--- config.mk ---
export PLATFORM = sky130hd
export DESIGN_NAME = mode_select_and_irq_pins
export DESIGN_NICKNAME = d
export VERILOG_FILES = /design/src/verilog/mode_select_and_irq_pins.v /design/src/verilog/edge_event_detector.v
export VERILOG_INCLUDE_DIRS = /design/src /design/src/pkg
export SDC_FILE = /design/constraint.sdc
export NUM_CORES = 1
export LEC_CHECK = 0
export ABC_AREA = 1
export BUFFER_PORTS_ARGS = -buffer_cell sky130_fd_sc_hd__buf_4
export CAP_MARGIN = 20
export CORE_ASPECT_RATIO = 0.7
export CORE_UTILIZATION = 44
export CTS_CLUSTER_SIZE = 24
export DETAILED_ROUTE_END_ITERATION = 8
export GPL_TIMING_DRIVEN = 1
export PLACE_DENSITY = 0.74
export SLEW_MARGIN = 20
export SYNTH_ARGS = -nofsm -noshare
export SYNTH_HDL_FRONTEND = slang
export SYNTH_HIERARCHICAL = 1
export SYNTH_SLANG_ARGS = --single-unit
--- constraint.sdc ---
create_clock -name clk_sys -period 0.9 [get_ports clk_sys]
set_input_delay 0.135 -clock clk_sys [delete_from_list [all_inputs] [get_ports clk_sys]]
set_output_delay 0.135 -clock clk_sys [all_outputs]
set_load 0.03 [all_outputs]
--- src/pkg/mode_irq_defines.vh ---
// constants for the mode-select and interrupt pin front end
// assumes a 50 MHz core clock and a byte-addressed 32-bit register port
`ifndef MODE_IRQ_DEFINES_VH
`define MODE_IRQ_DEFINES_VH

// ************************************************************
// register offsets
// ************************************************************
`define ADDR_MODE_STATUS   8'h00
`define ADDR_POLARITY      8'h04
`define ADDR_IRQ_STATUS    8'h08
`define ADDR_IRQ_CLEAR     8'h0C
`define ADDR_IRQ_ENABLE    8'h10
`define ADDR_GPIO_OUT      8'h14
`define ADDR_GPIO_DIR      8'h18
`define ADDR_GPIO_IN       8'h1C

// ************************************************************
// mode codes on the mode-select pair
// ************************************************************
`define MODE_BOUNDARY_SCAN 2'h0
`define MODE_RESERVED_1    2'h1
`define MODE_RESERVED_2    2'h2
`define MODE_EMULATION     2'h3

// ************************************************************
// field positions and widths
// ************************************************************
`define EXT_IRQ_COUNT      4
`define IRQ_BITS           5
`define IRQ_NMI_BIT        0
`define IRQ_EXT_LSB        1
`define MS_BOUNDARY_BIT    0
`define MS_EMULATION_BIT   1
`define MS_FUNCTIONAL_BIT  2
`define MS_RESERVED_BIT    3
`define MS_PAIR_LSB        4
`define MS_TEST_RST_BIT    6
`define MS_SCAN_ENTRY_BIT  7
`define MS_TRST_HELD_BIT   8

// ************************************************************
// reset values
// ************************************************************
`define RST_POLARITY       4'h0
`define RST_IRQ_ENABLE     5'h00
`define RST_GPIO_OUT       4'h0
`define RST_GPIO_DIR       4'h0
`define RST_MODE_PAIR      2'h3

`endif

--- src/verilog/mode_select_and_irq_pins.v ---
// pin front end: mode-select pair, test reset, device reset, nmi, four gpio/irq pins
// assumes a 50 MHz clk_sys; pins are treated as synchronous to it
//
// The register addresses and strobed register access were chosen for this implementation.
`timescale 1ns/1ps

`include "mode_irq_defines.vh"

// What this block does
// - decode mode pair: 00 boundary-scan, 11 emulation default, 01/10 reserved
// - functional operation allowed in both boundary-scan and emulation modes
// - every rising nmi edge pulses nmiEvent unmasked, noise included; in irqOut it is masked by enable bit 0
// - four gpio pins also act as edge-triggered external interrupts
// - four-bit polarity field picks the trigger edge per pin
// - test reset resets the test port only, apart from device reset
module mode_select_and_irq_pins (
  // clock and reset
  input  wire        clk_sys,
  input  wire        arst_n,
  // mode and reset pins
  input  wire [1:0]  modeSelectPair,
  input  wire        testRst_n,
  input  wire        devResetPin_n,
  // interrupt pins
  input  wire        nmiPin,
  // gpio / external interrupt pins
  input  wire [3:0]  gpioIn,
  output reg  [3:0]  gpioOut,
  output reg  [3:0]  gpioOe_n,
  // register port
  input  wire [7:0]  regAddr,
  input  wire [31:0] regWdata,
  input  wire        regWr,
  input  wire        regRd,
  output reg  [31:0] regRdata,
  // to core mode logic
  output reg         boundaryScanSel,
  output reg         emulationSel,
  output reg         functionalEn,
  output reg         modeReserved,
  output reg         testPortRst_n,
  output reg         coreRst_n,
  output reg         scanEntry,
  // to core interrupt logic
  output reg         nmiEvent,
  output reg  [3:0]  extIrqEvent,
  output wire        irqOut
);

  // ************************************************************
  // registers
  // ************************************************************
  reg  [1:0]  modePair_ff;
  reg  [3:0]  polarity_ff;
  reg  [4:0]  irqStatus_ff;
  reg  [4:0]  irqEnable_ff;
  reg         trstHeld_ff;
  reg  [4:0]  nxt_irqStatus;
  reg  [31:0] nxt_rdata;
  wire [4:0]  rawLevel;
  wire [4:0]  rawEvent;
  wire [4:0]  edgeSel;
  wire        wrPolarity;
  wire        wrClear;
  wire        wrEnable;
  wire        wrGpioOut;
  wire        wrGpioDir;

  assign wrPolarity = regWr && (regAddr == `ADDR_POLARITY);
  assign wrClear    = regWr && (regAddr == `ADDR_IRQ_CLEAR);
  assign wrEnable   = regWr && (regAddr == `ADDR_IRQ_ENABLE);
  assign wrGpioOut  = regWr && (regAddr == `ADDR_GPIO_OUT);
  assign wrGpioDir  = regWr && (regAddr == `ADDR_GPIO_DIR);

  // ************************************************************
  // edge detection
  // ************************************************************
  // nmi always rising edge
  assign edgeSel = {polarity_ff, 1'b0};

  edge_event_detector #(
    .WIDTH (`IRQ_BITS)
  ) uEdges (
    .clk_sys   (clk_sys),
    .arst_n    (arst_n),
    .pinIn     ({gpioIn, nmiPin}),
    .fallSel   (edgeSel),
    .pinLevel  (rawLevel),
    .edgeEvent (rawEvent)
  );

  // ************************************************************
  // event outputs and sticky status
  // ************************************************************
  // set wins over a clear in the same cycle so no edge is lost
  always @* begin
    nxt_irqStatus = (irqStatus_ff & ~(wrClear ? regWdata[4:0] : 5'h00)) | rawEvent;
  end

  assign irqOut = |(irqStatus_ff & irqEnable_ff);

  always @(posedge clk_sys or negedge arst_n) begin
    if (!arst_n) begin
      irqStatus_ff <= 5'h00;
      nmiEvent     <= 1'b0;
      extIrqEvent  <= 4'h0;
    end else begin
      irqStatus_ff <= nxt_irqStatus;
      nmiEvent     <= rawEvent[`IRQ_NMI_BIT];
      extIrqEvent  <= rawEvent[4:1];
    end
  end

  // ************************************************************
  // mode decode and resets
  // ************************************************************
  always @(posedge clk_sys or negedge arst_n) begin
    if (!arst_n) begin
      modePair_ff     <= `RST_MODE_PAIR;
      boundaryScanSel <= 1'b0;
      emulationSel    <= 1'b1;
      functionalEn    <= 1'b1;
      modeReserved    <= 1'b0;
      testPortRst_n   <= 1'b0;
      coreRst_n       <= 1'b0;
      scanEntry       <= 1'b0;
      trstHeld_ff     <= 1'b1;
    end else begin
      modePair_ff     <= modeSelectPair;
      boundaryScanSel <= (modePair_ff == `MODE_BOUNDARY_SCAN);
      emulationSel    <= (modePair_ff == `MODE_EMULATION);
      modeReserved    <= (modePair_ff == `MODE_RESERVED_1) ||
                         (modePair_ff == `MODE_RESERVED_2);
      functionalEn    <= (modePair_ff == `MODE_BOUNDARY_SCAN) ||
                         (modePair_ff == `MODE_EMULATION);
      testPortRst_n   <= testRst_n;
      coreRst_n       <= devResetPin_n;
      // scan entry needs pair and reset low
      scanEntry       <= (modePair_ff == `MODE_BOUNDARY_SCAN) && !devResetPin_n;
      // shows whether test reset stays low
      trstHeld_ff     <= !testRst_n;
    end
  end

  // ************************************************************
  // register file
  // ************************************************************
  always @(posedge clk_sys or negedge arst_n) begin
    if (!arst_n) begin
      polarity_ff  <= `RST_POLARITY;
      irqEnable_ff <= `RST_IRQ_ENABLE;
      gpioOut      <= `RST_GPIO_OUT;
      gpioOe_n     <= ~`RST_GPIO_DIR;
    end else begin
      if (wrPolarity) begin
        polarity_ff <= regWdata[3:0];
      end
      if (wrEnable) begin
        irqEnable_ff <= regWdata[4:0];
      end
      if (wrGpioOut) begin
        gpioOut <= regWdata[3:0];
      end
      // direction bit 1 drives the pin; enable is low while driving
      if (wrGpioDir) begin
        gpioOe_n <= ~regWdata[3:0];
      end
    end
  end

  always @* begin
    nxt_rdata = 32'h00000000;
    case (regAddr)
      `ADDR_MODE_STATUS: begin
        nxt_rdata[`MS_BOUNDARY_BIT]   = boundaryScanSel;
        nxt_rdata[`MS_EMULATION_BIT]  = emulationSel;
        nxt_rdata[`MS_FUNCTIONAL_BIT] = functionalEn;
        nxt_rdata[`MS_RESERVED_BIT]   = modeReserved;
        nxt_rdata[5:4]                = modePair_ff;
        nxt_rdata[`MS_TEST_RST_BIT]   = testPortRst_n;
        nxt_rdata[`MS_SCAN_ENTRY_BIT] = scanEntry;
        nxt_rdata[`MS_TRST_HELD_BIT]  = trstHeld_ff;
      end
      `ADDR_POLARITY: begin
        nxt_rdata[3:0] = polarity_ff;
      end
      `ADDR_IRQ_STATUS: begin
        nxt_rdata[4:0] = irqStatus_ff;
      end
      `ADDR_IRQ_ENABLE: begin
        nxt_rdata[4:0] = irqEnable_ff;
      end
      `ADDR_GPIO_OUT: begin
        nxt_rdata[3:0] = gpioOut;
      end
      `ADDR_GPIO_DIR: begin
        nxt_rdata[3:0] = ~gpioOe_n;
      end
      `ADDR_GPIO_IN: begin
        nxt_rdata[3:0] = rawLevel[4:1];
      end
      default: begin
        nxt_rdata = 32'h00000000;
      end
    endcase
  end

  // read data stand only in the cycle after the strobe
  always @(posedge clk_sys or negedge arst_n) begin
    if (!arst_n) begin
      regRdata <= 32'h00000000;
    end else if (regRd) begin
      regRdata <= nxt_rdata;
    end else begin
      regRdata <= 32'h00000000;
    end
  end

endmodule

--- src/verilog/edge_event_detector.v ---
// per-bit two-flop synchroniser plus edge detector with selectable edge
// assumes inputs synchronous-ish pins; first flop feeds only the second
`timescale 1ns/1ps

module edge_event_detector #(
  parameter WIDTH = 5
) (
  // clock and reset
  input  wire             clk_sys,
  input  wire             arst_n,
  // pins and edge choice (0 rising, 1 falling)
  input  wire [WIDTH-1:0] pinIn,
  input  wire [WIDTH-1:0] fallSel,
  // results
  output wire [WIDTH-1:0] pinLevel,
  output wire [WIDTH-1:0] edgeEvent
);

  genvar i;

  generate
    for (i = 0; i < WIDTH; i = i + 1) begin : gBit
      reg syncA_ff;
      reg syncB_ff;
      reg prev_ff;
      reg event_ff;
      wire nxt_event;

      assign nxt_event = fallSel[i] ? (prev_ff & ~syncB_ff) : (~prev_ff & syncB_ff);

      always @(posedge clk_sys or negedge arst_n) begin
        if (!arst_n) begin
          syncA_ff <= 1'b0;
          syncB_ff <= 1'b0;
          prev_ff  <= 1'b0;
          event_ff <= 1'b0;
        end else begin
          syncA_ff <= pinIn[i];
          syncB_ff <= syncA_ff;
          prev_ff  <= syncB_ff;
          event_ff <= nxt_event;
        end
      end

      assign pinLevel[i]  = prev_ff;
      assign edgeEvent[i] = event_ff;
    end
  endgenerate

endmodule

==> summary.txt <==
R2R setup slack - -240 ps
Final Max Slew Viols - 0
Kind of cell adding the most delay to the critical path - flip-flops
Port Buffers - 55
Syn. warnings - 6
Worst hold endpoint - gpioOut[0]
Sequential cell area - 1663 µm²
Net switching power - 0.001858 W
Initial Utilization - 0.4577
Critical path arrival - 1310 ps
Crit-path cells - nand2_1 > nand2_2 > a221oi_4 > nand2_2 > buf_6
Core box area - 6276 µm²
Detailed placement HPWL - 4.506 mm
Worst-skew pair later-pin latency - 340 ps
Comb power frac - 0.172
Worst hold path type - input port to flip-flop
Pleak - 2.173 nW
Clk sink count - 66
Crit-path max FO - 2
CP bufs+invs - 1
Status - complete, but fails checks
Die Wd - 98.58 µm
Mapped cell area - 2873 µm²
Row Count - 24
Worst EP required - 760 ps
Reg-to-Reg End - regRdata[0]
Final net count - 482
Placement Cell Area - 3491 µm²
Drt drc - 0
GPL Wtd Cong - 0.8856
CTS root buffer - clkbuf_8
Final instance area - 4288 µm²
# fillers - 438
DR vias/cell - 4.775
Routed Antenna Nets - 0
Crit path top cell by count - nand2_2
Cells after Synth - 309
Ports - 106
DR pass1 iterations - 4
Worst slack, placed - -350.6 ps
Max Root-Sink Buffers - 2
Worst setup path class - flip-flop to output pin
Crit-path max cell delay - 390 ps
Sw Share - 0.2755
DR WL met3 - 646 µm
Initial antenna violation count - 0
H-tree levels - 3
Clock share of power - 0.351
Setup-failing EPs final - 40
Tot GR Track Use - 0.2060
Internal - 0.004888 W
Reg power frac - 0.477
Maximum vdd drop - 1025 µV
Slack of the critical path - -544.0 ps
Max-cap violation count - 0
PwrDens - 1573 nW/µm²
Share of cells above drive strength 1 - 0.4236
Routed via count - 2435
Unrepaired setup endpoints after global routing - true
Syn_area_per_cell - 9.297 µm²
CTS tree - yes
Die ar. - 6861 µm²
Worst setup EP type - output pin
Initial DRC count - 252
DR WL met2 - 3.586 mm
Multi-input gate area - 1037 µm²
Worst setup SP type - flip-flop
Slowest cell on crit path - dfrtp_1
Gr ovfl total - 0
RR Startpoint - gpioOe_n[0]
Pin count of the biggest net entering global routing - 42
Crit path from - irqEnable_ff[0]
WHS Path Cells - 3
Die Ht - 69.61 µm
Fin crit period - 1444 ps
Number of inserted diodes - 0
Reg clk slew, reported paths - 70 ps
Worst-case reg-to-reg path depth - 6
Worst Skew - 9.358 ps
Area Growth Syn to Fin - 49.26%
Wire per inst - 14.61 µm
Total CTS buffers - 9
First-pass GRT wire length - 10.52 mm
Met1 wire length - 2.999 mm
Vias in the first global route - 2156
Top sig layer - met4
Final wirelength - 7.451 mm
Failing checks - setup timing
Final Hold Fails - 0
F_max - 0.6925 GHz
Tcrit/Tclk final - 1.604
Hold path start - regWdata[0]
worst max path at each step:
stage,endpoint,slack (ps),cells past startpoint
global route,irqOut,-600,5
finish,irqOut,-540,5
floorplan,regRdata[0],-100,5
global placement,regRdata[2],-310,8
CTS,irqOut,-560,5
detailed placement,gpioOut[1],-350,7
final cells by class:
class / instances / share of cell area
Multi-Input combinational cell: 183 / 0.2419
Sequential cell: 66 / 0.3878
Clock inverter: 5 / 0.01284
Timing Repair Buffer: 114 / 0.2530
Tap cell: 78 / 0.02276
Clock buffer: 11 / 0.03064
Inverter: 53 / 0.05107
worst register-to-register path, stage by stage (launching register included):
cell and delay (ps):
dfstp_2 550, buf_6 100, inv_4 30, nand3_2 50, nand2_2 50, nor2_1 140, a21oi_1 90
state kept, by name (all words and copies together) (netlist names), 2 cells and up:
name	cells
gpioOe_n	4
irqEnable_ff	5
uEdges/gBit.event_ff	5
uEdges/gBit.syncB_ff	5
regRdata	9
uEdges/gBit.syncA_ff	5
uEdges/gBit.prev_ff	5
modePair_ff	2
extIrqEvent	4
gpioOut	4
irqStatus_ff	5
polarity_ff	4
per-stage QoR:
step           power [W]  hold slack (ps)  TNS (ps)  utilization  cells
6_report        0.006746            22.62     -5700       0.6832    510
5_1_grt         0.006982            34.05     -7018       0.6832    510
4_1_cts         0.006641            14.71     -5576       0.6352    497
3_5_place_dp    0.004125            14.18     -9461       0.5562    460
3_3_place_gp    0.004104            12.57     -8434       0.5562    460
2_1_floorplan   0.003815           -160.6    -620.1            -    333
metal layers:
metal,vias up,GRT usage
met5,-,0
met4,0,0.08126
li1,1139,-
met3,22,0.06855
met1,1149,0.2746
met2,125,0.3122
layout by cell type (no fill, tap or decap), types with 11 or more instances in the layout:
master and instances:
dfrtp_1 57, buf_4 55, nand2_1 48, buf_6 45, inv_1 38, nand3_1 28, conb_1 25, nor2_1 18
nand2_2 13, o21ai_0 12, dlygate4sd3_1 11
what timing repair did:
action,CTS,global route
cloned,0,3
setup buffers,10,10
resized for setup,38,62
hold endpoints to repair,76,0
endpoints found under the setup margin,38,62
hold buffers,11,0
pin swaps,5,32
power groups by stage:
stage          Combinational (W)  Sequential (W)  Clock (W)
3_5_place_dp            0.000865         0.00326          0
4_1_cts                  0.00102         0.00321    0.00241
2_1_floorplan           0.000438         0.00338          0
5_1_grt                  0.00124         0.00323    0.00251
6_report                 0.00116         0.00322    0.00237
3_3_place_gp            0.000849         0.00326          0
Note: power is estimated with default switching activity, not from simulation.
